--- config.mk ---
export PLATFORM = sky130hd
export DESIGN_NAME = dpwm_top
export DESIGN_NICKNAME = d
export VERILOG_FILES = /design/src/dpwm_pkg.sv /design/src/dpwm_ch_if.sv /design/src/dpwm_top.sv /design/src/dpwm_chan.sv
export VERILOG_INCLUDE_DIRS = /design/src /design/src/src
export SDC_FILE = /design/constraint.sdc
export NUM_CORES = 1
export LEC_CHECK = 0
export ABC_AREA = 1
export BUFFER_PORTS_ARGS = -buffer_cell sky130_fd_sc_hd__buf_4
export CAP_MARGIN = 25
export CORE_MARGIN = 2
export CORE_UTILIZATION = 24
export CTS_CLUSTER_SIZE = 40
export DETAILED_ROUTE_END_ITERATION = 8
export GPL_ROUTABILITY_DRIVEN = 0
export GPL_TIMING_DRIVEN = 0
export PLACE_DENSITY = 0.42
export REMOVE_ABC_BUFFERS = 1
export SLEW_MARGIN = 10
export SYNTH_ARGS = -nofsm -noshare
export SYNTH_HDL_FRONTEND = slang
export SYNTH_HIERARCHICAL = 1
export SYNTH_SLANG_ARGS = --single-unit
--- constraint.sdc ---
create_clock -name ref_clk -period 6.8 [get_ports ref_clk]
set_input_delay 0.34 -clock ref_clk [delete_from_list [all_inputs] [get_ports ref_clk]]
set_output_delay 0.34 -clock ref_clk [all_outputs]
set_load 0.005 [all_outputs]
--- src/dpwm_cfg.svh ---
// register map, field positions, reset values and rate counts
`ifndef DPWM_CFG_SVH
`define DPWM_CFG_SVH
`define DPWM_CHANS        2
`define DPWM_OFF_CTRL     12'h000
`define DPWM_OFF_W0       12'h004
`define DPWM_OFF_W1       12'h008
`define DPWM_OFF_TMC      12'h00C
`define DPWM_OFF_STAT     12'h010
`define DPWM_BIT_RUN0     0
`define DPWM_BIT_POL0     2
`define DPWM_BIT_SYNC0    4
`define DPWM_BIT_FAST     6
`define DPWM_BIT_FRC_RUN  3
`define DPWM_CTRL_W       7
`define DPWM_CTRL_RST     7'h00
`define DPWM_TMC_RST      1'h0
`define DPWM_WF_MSB       15
`define DPWM_WF_LSB       4
`define DPWM_DIV_SLOW     1'h1
`define DPWM_DIV_FAST     1'h0
`define DPWM_LAST_POS     8'hFF
`define DPWM_LAST_GRP     4'hF
`define DPWM_RESP_OKAY    2'h0
`define DPWM_RESP_SLVERR  2'h2
`endif

--- src/dpwm_pkg.sv ---
// shared types of the dual pulse width output unit
package dpwm_pkg;
    typedef logic [1:0]  dpwm_resp_t;
    typedef logic [11:0] dpwm_width_t;
    typedef enum logic {W_IDLE, W_RESP} dpwm_wst_t;
endpackage : dpwm_pkg

--- src/dpwm_ch_if.sv ---
// carrier between the register block and one output channel
`timescale 1ns/100ps
`default_nettype none
interface dpwm_ch_if;
    import dpwm_pkg::*;
    logic        tick;
    logic        frc_on;
    logic [11:0] cnt;
    logic        run;
    logic        pol;
    logic        sync;
    logic        wr;
    dpwm_width_t wdata;
    logic        pin;
    logic        active;
    modport ctl  (output tick, frc_on, cnt, run, pol, sync, wr, wdata,
                  input pin, active);
    modport chan (input tick, frc_on, cnt, run, pol, sync, wr, wdata,
                  output pin, active);
endinterface : dpwm_ch_if
`default_nettype wire

--- src/dpwm_top.sv ---
// dual 12-bit pulse width output unit with an AXI4-Lite register slave
`include "dpwm_cfg.svh"
`timescale 1ns/100ps
`default_nettype none
module dpwm_top #(
    parameter int ADDR_W = 12
) (
    input  wire logic                ref_clk,
    input  wire logic                sys_rst,
    input  wire logic [ADDR_W-1:0]   s_axi_awaddr,
    input  wire logic                s_axi_awvalid,
    output var  logic                s_axi_awready,
    input  wire logic [31:0]         s_axi_wdata,
    input  wire logic [3:0]          s_axi_wstrb,
    input  wire logic                s_axi_wvalid,
    output var  logic                s_axi_wready,
    output var  dpwm_pkg::dpwm_resp_t s_axi_bresp,
    output var  logic                s_axi_bvalid,
    input  wire logic                s_axi_bready,
    input  wire logic [ADDR_W-1:0]   s_axi_araddr,
    input  wire logic                s_axi_arvalid,
    output var  logic                s_axi_arready,
    output var  logic [31:0]         s_axi_rdata,
    output var  dpwm_pkg::dpwm_resp_t s_axi_rresp,
    output var  logic                s_axi_rvalid,
    input  wire logic                s_axi_rready,
    output var  logic [1:0]          pwm_out
);
    import dpwm_pkg::*;

    localparam int NCH = `DPWM_CHANS;

    // bus side: handshake state and the held write
    dpwm_wst_t                 wst_q;
    logic                      awready_q;
    logic                      wready_q;
    logic                      aw_have_q;
    logic                      w_have_q;
    logic [ADDR_W-1:0]         waddr_q;
    logic [31:0]               wdata_q;
    logic [3:0]                wstrb_q;
    logic                      bvalid_q;
    dpwm_resp_t                bresp_q;
    logic                      arready_q;
    logic                      rvalid_q;
    logic [31:0]               rdata_q;
    dpwm_resp_t                rresp_q;
    // unit side: registers, counter and channel taps
    logic [`DPWM_CTRL_W-1:0]   ctrl_q;
    logic                      frc_run_q;
    logic [NCH-1:0]            wr_q;
    dpwm_width_t               wval_q;
    logic                      div_q;
    logic                      tick_q;
    logic [11:0]               frc_q;
    logic [NCH-1:0]            pin_w;
    logic [NCH-1:0]            act_w;
    logic                      aw_hs;
    logic                      w_hs;
    logic                      ar_hs;
    logic                      do_wr;
    logic                      full_word;
    logic                      div_lim;

    // handshakes, and a write that has both halves and may commit
    assign aw_hs     = s_axi_awvalid && awready_q;
    assign w_hs      = s_axi_wvalid && wready_q;
    assign ar_hs     = s_axi_arvalid && arready_q;
    assign do_wr     = wst_q == W_IDLE && aw_have_q && w_have_q;
    assign full_word = wstrb_q[1:0] == 2'h3;

    // write channel: address and data taken in either order, then answer
    always_ff @(posedge ref_clk or posedge sys_rst) begin
        if (sys_rst) begin
            wst_q     <= W_IDLE;
            awready_q <= 1'b0;
            wready_q  <= 1'b0;
            aw_have_q <= 1'b0;
            w_have_q  <= 1'b0;
            waddr_q   <= '0;
            wdata_q   <= 32'h0000_0000;
            wstrb_q   <= 4'h0;
            bvalid_q  <= 1'b0;
        end else begin
            case (wst_q)
                W_IDLE: begin
                    if (aw_hs) begin
                        waddr_q   <= s_axi_awaddr;
                        aw_have_q <= 1'b1;
                    end
                    if (w_hs) begin
                        wdata_q  <= s_axi_wdata;
                        wstrb_q  <= s_axi_wstrb;
                        w_have_q <= 1'b1;
                    end
                    awready_q <= !aw_have_q && !aw_hs && !do_wr;
                    wready_q  <= !w_have_q && !w_hs && !do_wr;
                    if (do_wr) begin
                        bvalid_q <= 1'b1;
                        wst_q    <= W_RESP;
                    end
                end
                // readies return only as the answer is taken: one write
                W_RESP: begin
                    aw_have_q <= 1'b0;
                    w_have_q  <= 1'b0;
                    if (s_axi_bready) begin
                        bvalid_q  <= 1'b0;
                        awready_q <= 1'b1;
                        wready_q  <= 1'b1;
                        wst_q     <= W_IDLE;
                    end
                end
                default: wst_q <= W_IDLE;
            endcase
        end
    end

    // register writes; width needs both low byte lanes or is dropped
    always_ff @(posedge ref_clk or posedge sys_rst) begin
        if (sys_rst) begin
            ctrl_q    <= `DPWM_CTRL_RST;
            frc_run_q <= `DPWM_TMC_RST;
            wr_q      <= '0;
            wval_q    <= 12'h000;
            bresp_q   <= `DPWM_RESP_OKAY;
        end else begin
            wr_q <= '0;
            if (do_wr) begin
                bresp_q <= `DPWM_RESP_OKAY;
                if (waddr_q == `DPWM_OFF_CTRL) begin
                    if (wstrb_q[0])
                        ctrl_q <= wdata_q[`DPWM_CTRL_W-1:0];
                end else if (waddr_q == `DPWM_OFF_W0) begin
                    wval_q  <= wdata_q[`DPWM_WF_MSB:`DPWM_WF_LSB];
                    wr_q[0] <= full_word;
                end else if (waddr_q == `DPWM_OFF_W1) begin
                    wval_q  <= wdata_q[`DPWM_WF_MSB:`DPWM_WF_LSB];
                    wr_q[1] <= full_word;
                end else if (waddr_q == `DPWM_OFF_TMC) begin
                    if (wstrb_q[0])
                        frc_run_q <= wdata_q[`DPWM_BIT_FRC_RUN];
                end else if (waddr_q != `DPWM_OFF_STAT) begin
                    bresp_q <= `DPWM_RESP_SLVERR;
                end
            end
        end
    end

    // read channel: one answer per address, one cycle after it is taken
    always_ff @(posedge ref_clk or posedge sys_rst) begin
        if (sys_rst) begin
            arready_q <= 1'b0;
            rvalid_q  <= 1'b0;
            rdata_q   <= 32'h0000_0000;
            rresp_q   <= `DPWM_RESP_OKAY;
        end else if (ar_hs) begin
            arready_q <= 1'b0;
            rvalid_q  <= 1'b1;
            rresp_q   <= `DPWM_RESP_OKAY;
            rdata_q   <= 32'h0000_0000;
            if (s_axi_araddr == `DPWM_OFF_CTRL) begin
                rdata_q[`DPWM_CTRL_W-1:0] <= ctrl_q;
            end else if (s_axi_araddr == `DPWM_OFF_W0 ||
                         s_axi_araddr == `DPWM_OFF_W1) begin
                rdata_q <= 32'h0000_0000;
            end else if (s_axi_araddr == `DPWM_OFF_TMC) begin
                rdata_q[`DPWM_BIT_FRC_RUN] <= frc_run_q;
            end else if (s_axi_araddr == `DPWM_OFF_STAT) begin
                rdata_q[1:0]  <= act_w;
                rdata_q[3:2]  <= pin_w;
                rdata_q[15:4] <= frc_q;
            end else begin
                rresp_q <= `DPWM_RESP_SLVERR;
            end
        end else if (rvalid_q) begin
            if (s_axi_rready) begin
                rvalid_q  <= 1'b0;
                arready_q <= 1'b1;
            end
        end else begin
            arready_q <= 1'b1;
        end
    end

    // rate divider: fast carrier ticks every clock, slow one every second
    // clock, keeping the two carriers a factor of two apart
    // a halt also clears the divider, so a restart begins on a whole tick
    assign div_lim = ctrl_q[`DPWM_BIT_FAST] ? `DPWM_DIV_FAST
                                            : `DPWM_DIV_SLOW;
    always_ff @(posedge ref_clk or posedge sys_rst) begin
        if (sys_rst) begin
            div_q  <= 1'b0;
            tick_q <= 1'b0;
        end else if (!frc_run_q) begin
            div_q  <= 1'b0;
            tick_q <= 1'b0;
        end else if (div_q >= div_lim) begin
            div_q  <= 1'b0;
            tick_q <= 1'b1;
        end else begin
            div_q  <= div_q + 1'b1;
            tick_q <= 1'b0;
        end
    end

    // pulse counter: low byte is position in the cycle, top nibble
    // counts the 16 cycles; a halted counter is cleared
    always_ff @(posedge ref_clk or posedge sys_rst) begin
        if (sys_rst)
            frc_q <= 12'h000;
        else if (!frc_run_q)
            frc_q <= 12'h000;
        else if (tick_q)
            frc_q <= frc_q + 12'h001;
    end

    // one channel per output pin, all sharing the counter
    for (genvar n = 0; n < NCH; n++) begin : g_ch
        dpwm_ch_if u_if ();
        assign u_if.tick   = tick_q;
        assign u_if.frc_on = frc_run_q;
        assign u_if.cnt    = frc_q;
        assign u_if.run    = ctrl_q[`DPWM_BIT_RUN0 + n];
        assign u_if.pol    = ctrl_q[`DPWM_BIT_POL0 + n];
        assign u_if.sync   = ctrl_q[`DPWM_BIT_SYNC0 + n];
        assign u_if.wr     = wr_q[n];
        assign u_if.wdata  = wval_q;
        assign pin_w[n]    = u_if.pin;
        assign act_w[n]    = u_if.active;
        dpwm_chan u_chan (
            .ref_clk (ref_clk),
            .sys_rst (sys_rst),
            .ch      (u_if.chan)
        );
    end

    // outputs come from the flops above and in the channels
    assign s_axi_awready = awready_q;
    assign s_axi_wready  = wready_q;
    assign s_axi_bvalid  = bvalid_q;
    assign s_axi_bresp   = bresp_q;
    assign s_axi_arready = arready_q;
    assign s_axi_rvalid  = rvalid_q;
    assign s_axi_rdata   = rdata_q;
    assign s_axi_rresp   = rresp_q;
    assign pwm_out       = pin_w;

    // write answer stands until taken; width reads give zero; counter halt, step and rates
    chk_bresp_hold: assert property (@(posedge ref_clk) disable iff (sys_rst)
        bvalid_q && !s_axi_bready |=> bvalid_q && $stable(bresp_q))
        else $error("write answer dropped before taken");
    chk_width_noread: assert property (@(posedge ref_clk) disable iff (sys_rst)
        ar_hs && (s_axi_araddr == `DPWM_OFF_W0 ||
                  s_axi_araddr == `DPWM_OFF_W1)
        |=> rvalid_q && rdata_q == 32'h0000_0000)
        else $error("width register read back its contents");
    chk_frc_halt: assert property (@(posedge ref_clk) disable iff (sys_rst)
        !frc_run_q |=> !tick_q && frc_q == 12'h000)
        else $error("counter moved while halted");
    chk_slow_rate: assert property (@(posedge ref_clk) disable iff (sys_rst)
        tick_q && !ctrl_q[`DPWM_BIT_FAST] && frc_run_q |=> !tick_q)
        else $error("slow carrier ticked on consecutive clocks");
    chk_frc_step: assert property (@(posedge ref_clk) disable iff (sys_rst)
        tick_q && frc_run_q |=> frc_q == $past(frc_q) + 12'h001)
        else $error("counter did not advance on tick");
    chk_fast_rate: assert property (
        @(posedge ref_clk) disable iff (sys_rst)
        frc_run_q && ctrl_q[`DPWM_BIT_FAST] |=> tick_q)
        else $error("fast carrier missed a tick");

    // one write and one read in flight; taking the answer frees the channel
    chk_write_single: assert property (
        @(posedge ref_clk) disable iff (sys_rst)
        bvalid_q |-> !awready_q && !wready_q)
        else $error("write taken while an answer is pending");
    chk_write_free: assert property (
        @(posedge ref_clk) disable iff (sys_rst)
        bvalid_q && s_axi_bready |=> !bvalid_q && awready_q && wready_q)
        else $error("write channel not freed after answer");
    chk_read_single: assert property (
        @(posedge ref_clk) disable iff (sys_rst)
        rvalid_q |-> !arready_q)
        else $error("read taken while data is pending");
    chk_rdata_hold: assert property (
        @(posedge ref_clk) disable iff (sys_rst)
        rvalid_q && !s_axi_rready |=> rvalid_q && $stable(rdata_q) &&
                                       $stable(rresp_q))
        else $error("read data dropped before taken");

    // register side effects of an accepted write, and the status read
    chk_ctrl_write: assert property (
        @(posedge ref_clk) disable iff (sys_rst)
        do_wr && waddr_q == `DPWM_OFF_CTRL && wstrb_q[0]
        |=> ctrl_q == $past(wdata_q[`DPWM_CTRL_W-1:0]))
        else $error("control write not applied");
    chk_tmc_write: assert property (
        @(posedge ref_clk) disable iff (sys_rst)
        do_wr && waddr_q == `DPWM_OFF_TMC && wstrb_q[0]
        |=> frc_run_q == $past(wdata_q[`DPWM_BIT_FRC_RUN]))
        else $error("counter run bit not applied");
    chk_width_field: assert property (
        @(posedge ref_clk) disable iff (sys_rst)
        do_wr && (waddr_q == `DPWM_OFF_W0 || waddr_q == `DPWM_OFF_W1)
        |=> wval_q == $past(wdata_q[`DPWM_WF_MSB:`DPWM_WF_LSB]))
        else $error("width field taken from wrong bits");
    chk_width_strobe: assert property (
        @(posedge ref_clk) disable iff (sys_rst)
        do_wr && !full_word |=> wr_q == '0)
        else $error("partial width write was applied");
    chk_stat_read: assert property (
        @(posedge ref_clk) disable iff (sys_rst)
        ar_hs && s_axi_araddr == `DPWM_OFF_STAT
        |=> rdata_q[15:4] == $past(frc_q) && rdata_q[3:2] == $past(pin_w))
        else $error("status read does not match the counter");

    cov_write_ordered: cover property (@(posedge ref_clk) disable iff (sys_rst)
        aw_hs && !w_hs ##[1:4] w_hs ##[1:3] bvalid_q);
    cov_fast_run: cover property (@(posedge ref_clk) disable iff (sys_rst)
        ctrl_q[`DPWM_BIT_FAST] && tick_q ##1 tick_q);
    cov_both_on: cover property (@(posedge ref_clk) disable iff (sys_rst)
        act_w == 2'h3);
    // a dropped partial write gives the strobe check something to see
    cov_width_drop: cover property (@(posedge ref_clk) disable iff (sys_rst)
        do_wr && !full_word);
endmodule : dpwm_top
`default_nettype wire

--- src/dpwm_chan.sv ---
// one pulse width channel: staging, compare and pin driver
`include "dpwm_cfg.svh"
`timescale 1ns/100ps
`default_nettype none
module dpwm_chan (
    input  wire logic ref_clk,
    input  wire logic sys_rst,
    dpwm_ch_if.chan   ch
);
    import dpwm_pkg::*;

    dpwm_width_t stage_q;
    dpwm_width_t act_q;
    logic        run_q;
    logic        hi_q;
    logic        pin_q;
    logic        bnd;
    logic        add;
    logic [8:0]  limit;

    // update boundary: end of every cycle, or of every 16th
    assign bnd = ch.tick && ch.cnt[7:0] == `DPWM_LAST_POS &&
                 (ch.sync || ch.cnt[11:8] == `DPWM_LAST_GRP);
    // low four bits give one extra counter tick to each of the 16 cycles whose group number is at or below them, unless the upper eight bits are zero
    assign add   = ch.cnt[11:8] <= act_q[3:0];
    assign limit = {1'b0, act_q[11:4]} + {8'h00, add};

    // new width waits in staging until the boundary
    always_ff @(posedge ref_clk or posedge sys_rst) begin
        if (sys_rst) begin
            stage_q <= 12'h000;
            act_q   <= 12'h000;
        end else begin
            if (ch.wr)
                stage_q <= ch.wdata;
            if (bnd)
                act_q <= stage_q;
        end
    end

    // output start waits for a boundary, stop is at once
    always_ff @(posedge ref_clk or posedge sys_rst) begin
        if (sys_rst)
            run_q <= 1'b0;
        else if (!ch.run)
            run_q <= 1'b0;
        else if (bnd)
            run_q <= 1'b1;
    end

    // compare only advances on counter ticks; halted counter, no pulse
    always_ff @(posedge ref_clk or posedge sys_rst) begin
        if (sys_rst)
            hi_q <= 1'b0;
        else if (!ch.frc_on)
            hi_q <= 1'b0;
        else if (ch.tick)
            hi_q <= {1'b0, ch.cnt[7:0]} < limit;
    end

    // polarity acts at once, running or not; stopped pin is a plain output
    always_ff @(posedge ref_clk or posedge sys_rst) begin
        if (sys_rst)
            pin_q <= 1'b1;
        else if (run_q && ch.run && hi_q && act_q[11:4] != 8'h00)
            pin_q <= ch.pol;
        else
            pin_q <= !ch.pol;
    end

    assign ch.pin    = pin_q;
    assign ch.active = run_q;

    chk_stop_level: assert property (@(posedge ref_clk) disable iff (sys_rst)
        !ch.run |=> pin_q == !$past(ch.pol))
        else $error("stopped channel not at inactive level");
    chk_zero_silent: assert property (@(posedge ref_clk) disable iff (sys_rst)
        act_q[11:4] == 8'h00 |=> pin_q == !$past(ch.pol))
        else $error("pulse seen with zero upper width");
    chk_load_bound: assert property (@(posedge ref_clk) disable iff (sys_rst)
        act_q != $past(act_q) |-> $past(bnd) && act_q == $past(stage_q))
        else $error("active width changed off boundary");
    chk_pol_follow: assert property (@(posedge ref_clk) disable iff (sys_rst)
        $changed(ch.pol) && !hi_q |=> pin_q == !$past(ch.pol))
        else $error("polarity change not seen on pin");
    cov_pulse: cover property (@(posedge ref_clk) disable iff (sys_rst)
        run_q && !pin_q ##1 pin_q ##[1:300] !pin_q);
endmodule : dpwm_chan
`default_nettype wire

==> impl_metrics.py <==
metrics = {
    "critical_path": {
        "worst_setup_path_start_kind": "flop",
        "critPathKind": "flop to flop",
        "r2r-start": "frc_q[9]",
        "crit_arrival_ns": 3.32,
        "crit_fanout": 8,
        "crit_buf_inv": 2,
        "path_delay_family": "adder cells",
        "worstSetupStartpoint": "frc_q[9]",
        "required_ns": 7.15,
        "slowest_delay_ns": 0.50,
        "slowest_stage": "dfrtp_1",
        "crit_chain": "ha_1 > inv_1 > nor2_1 > o21ai_0 > a32o_1 > ha_1 > nand2_1 > nor2_1 > nand2_1 > nor3_1 > xor2_1 > ha_1 > inv_1 > nor2_1 > o21ai_0 > nand2_1 > a21oi_1",
        "endpoint_kind": "flop",
    },
    "sta": {
        "period_share_pct": 43.7,
        "slew_violations": 0,
        "fin_crit_ns": 2.97,
        "tightest_slew_ns": 0.671,
        "fin_worst_skew_ns": 0.00944,
        "relSlewSlack_pct": 55.2,
        "final-setup-viol-count": 0,
        "rsz0062_at_grt": "false",
        "tns_ns": 0,
        "fmax_mhz": 337,
        "hold_violations": 0,
    },
    "floorplan": {
        "rows": 63,
        "die_height_um": 178,
        "die_area_um2": 31500,
        "start_util_pct": 24.4,
        "ios": 110,
        "core_area_um2": 29600,
        "fp.dieW_um": 178,
    },
    "detailed_routing": {
        "wirelength_um": 17000,
        "firstDrtPassIters": 5,
        "drc": 0,
        "num_vias": 5266,
        "wire_per_inst_um": 13.3,
        "drtIter0Drc": 261,
        "ant_nets": 0,
        "vias_per_cell": 4.12,
    },
    "logic_synthesis": {
        "ys_async_sr_fraction_pct": 100,
        "synth_flop_cell": "dfrtp_1",
        "synth_area_per_cell_um2": 9.07,
        "ys_types": 36,
        "ys_seq_elements": 146,
        "syn_area_um2": 7230,
        "synthCells": 797,
        "yosysWarnings": 6,
        "synth-seq-area-share_pct": 50.6,
        "synth-edff-count": 0,
    },
    "power_and_ir_drop": {
        "peakVddDrop_mv": 0.149,
        "power.leakage_nw": 4.17,
        "power_density_nw_per_um2": 265,
        "p_total_mw": 2.32,
    },
    "clock_tree": {
        "cts_buffers": 17,
        "htreeDepth": 4,
        "clockBufferDepth": 2,
        "cts.reportedPaths.clkPinSlew_ns": 0.07,
        "cts_sinks": 146,
        "cts_setup_buffers": 0,
        "root_buffer": "clkbuf_16",
        "cts_tree": "yes",
        "clk_latency_ns": 0.43,
    },
    "run_status": {
        "status": "finished clean",
    },
    "placement": {
        "io_buffer_count": 73,
        "place_hpwl_um": 12300,
        "dp_cells": 1245,
    },
    "global_routing": {
        "antenna_found_initial": 1,
        "overflow": 0,
        "grt_pass1_vias": 5417,
        "grt_pass1_wl_um": 28200,
        "grt_max_degree": 58,
        "grt_usage_pct": 11.5,
    },
    "cells_and_area": {
        "layout.cells.non_filler": 1278,
        "synthToLayoutAreaGrowth_pct": 21.1,
        "antenna_cells": 0,
        "finalNetCount": 969,
        "drive_gt1_share_pct": 20.0,
    },
    "hold_path": {
        "holdCritStartpoint": "s_axi_awaddr[8]",
        "holdCritPathClass": "input port to flop",
    },
    "run": {
        "drv_cap": 0,
    },
}
## cells by family (layout without fill, tap and decap cells)
kind of cell / count (synthesis) / count (layout) / synth area share [%]
AND/OR/NAND/NOR: 342 / 342 / 20.5
flip-flops: 146 / 146 / 50.6
buffers and inverters: 126 / 200 / 8.38
AO/OA/AOI/OAI: 103 / 103 / 8.12
multiplexers: 40 / 40 / 6.23
adder cells (fa/ha/maj): 27 / 27 / 4.67
XOR/XNOR: 12 / 12 / 1.45
other: 1 / 18 / 0.0519
## worst reg2reg max path: stages (launching register included)
cell     delay, ns
dfrtp_1       0.50
ha_1          0.36
inv_1         0.06
nor2_1        0.03
o21ai_0       0.14
a32o_1        0.21
ha_1          0.20
nand2_1       0.08
nor2_1        0.10
nand2_1       0.10
nor3_1        0.18
xor2_1        0.20
ha_1          0.27
inv_1         0.06
nor2_1        0.04
o21ai_0       0.14
nand2_1       0.10
a21oi_1       0.13
## repair_timing
| action | 4_1_cts | 5_1_grt |
|---|---|---|
| hold buffers | 1 | 0 |
| resized for setup | 0 | 0 |
| hold endpoints to repair | 35 | 0 |
## cell type report
type | count | area [um^2]
fill | 3183 | 20900
sequential | 146 | 3660
multi-input combinational | 542 | 3030
timing repair buffer | 77 | 641
tap | 390 | 488
clock buffer | 18 | 439
inverter | 91 | 347
clock inverter | 14 | 154
## cells in the final DEF, fill, tap and decap left out, types with 10 or more instances in the layout
| master | instances |
|---|---|
| mux2_2 | 40 |
| clkbuf_16 | 17 |
| inv_1 | 87 |
| dfrtp_1 | 144 |
| buf_4 | 73 |
| nor3_1 | 11 |
| a21oi_1 | 30 |
| nand3_1 | 40 |
| xor2_1 | 10 |
| nand4_1 | 12 |
| conb_1 | 18 |
| ha_1 | 27 |
| o21ai_0 | 60 |
| nand2_1 | 183 |
| nor2_1 | 73 |
## Yosys cell counts, types with 3 or more instances
library cell | number | area [um^2]
buf_2 | 4 | 20.0
buf_6 | 7 | 78.8
clkbuf_1 | 4 | 15.0
nand3b_1 | 3 | 22.5
ha_1 | 27 | 338
nor2_2 | 5 | 31.3
nand4_1 | 12 | 75.1
xor2_1 | 10 | 87.6
nor3_1 | 11 | 55.1
a21oi_1 | 30 | 150
nand3_2 | 3 | 30.0
nand2_1 | 183 | 687
o21ai_0 | 60 | 300
a21oi_4 | 3 | 48.8
o21ai_2 | 6 | 52.6
mux2_2 | 40 | 450
inv_1 | 88 | 330
nand3_1 | 40 | 200
buf_4 | 20 | 150
nor2_4 | 3 | 33.8
nor2_1 | 73 | 274
dfrtp_1 | 144 | 3600
## routing by layer
| layer | wire length, um | vias up | global-route usage [%] |
|---|---|---|---|
| li1 | - | 2711 | - |
| met1 | 8520 | 2440 | 15.7 |
| met2 | 7650 | 105 | 17.9 |
| met3 | 654 | 10 | 2.74 |
| met4 | 127 | 0 | 3.38 |
| met5 | 0 | - | 0 |
## through the flow
step / util, % / setup slack (ns) / area [um^2] / hold slack [ns]
floorplan: - / 4.07 / 7030 / 0.392
detailed placement: 27.5 / 3.85 / 8150 / 0.389
global route: 29.5 / 3.58 / 8750 / 0.120
finish: 29.5 / 3.83 / 8750 / 0.140
global placement: 27.2 / 2.44 / 8060 / 0.424
CTS: 29.5 / 3.79 / 8750 / 0.115
## flip-flops by register name (all words and copies together) (netlist names), 2 cells and up
signal,flops
wr_q,2
g_ch.u_chan/stage_q,24
g_ch.u_chan/act_q,24
wdata_q,16
ctrl_q,7
g_ch.u_chan/ch.pin,2
s_axi_rdata,16
g_ch.u_chan/ch.active,2
waddr_q,12
g_ch.u_if.wdata,12
g_ch.u_chan/hi_q,2
wstrb_q,2
frc_q,12
## power by group
part / switching [mW] / leakage [nW] / internal (mW)
logic: 0.184 / 1.96 / 0.141
registers: 0.0610 / 1.93 / 0.984
clock network: 0.392 / 0.289 / 0.555
## worst paths after layout
kind / endpoint / slack [ns] / depth (start not counted)
worst max-delay path: g_ch[0].u_chan/hi_q / 3.83 / 17
worst min-delay path: waddr_q[8] / 0.14 / 2
worst max register to register: g_ch[0].u_chan/hi_q / 3.83 / 17
worst min register to register: div_q / 0.43 / 1
max in group asynchronous: g_ch[0].u_chan/stage_q[1] / 5.67 / 4
min in group asynchronous: frc_q[4] / 0.49 / 3
Power figures use the tool's default switching activity.
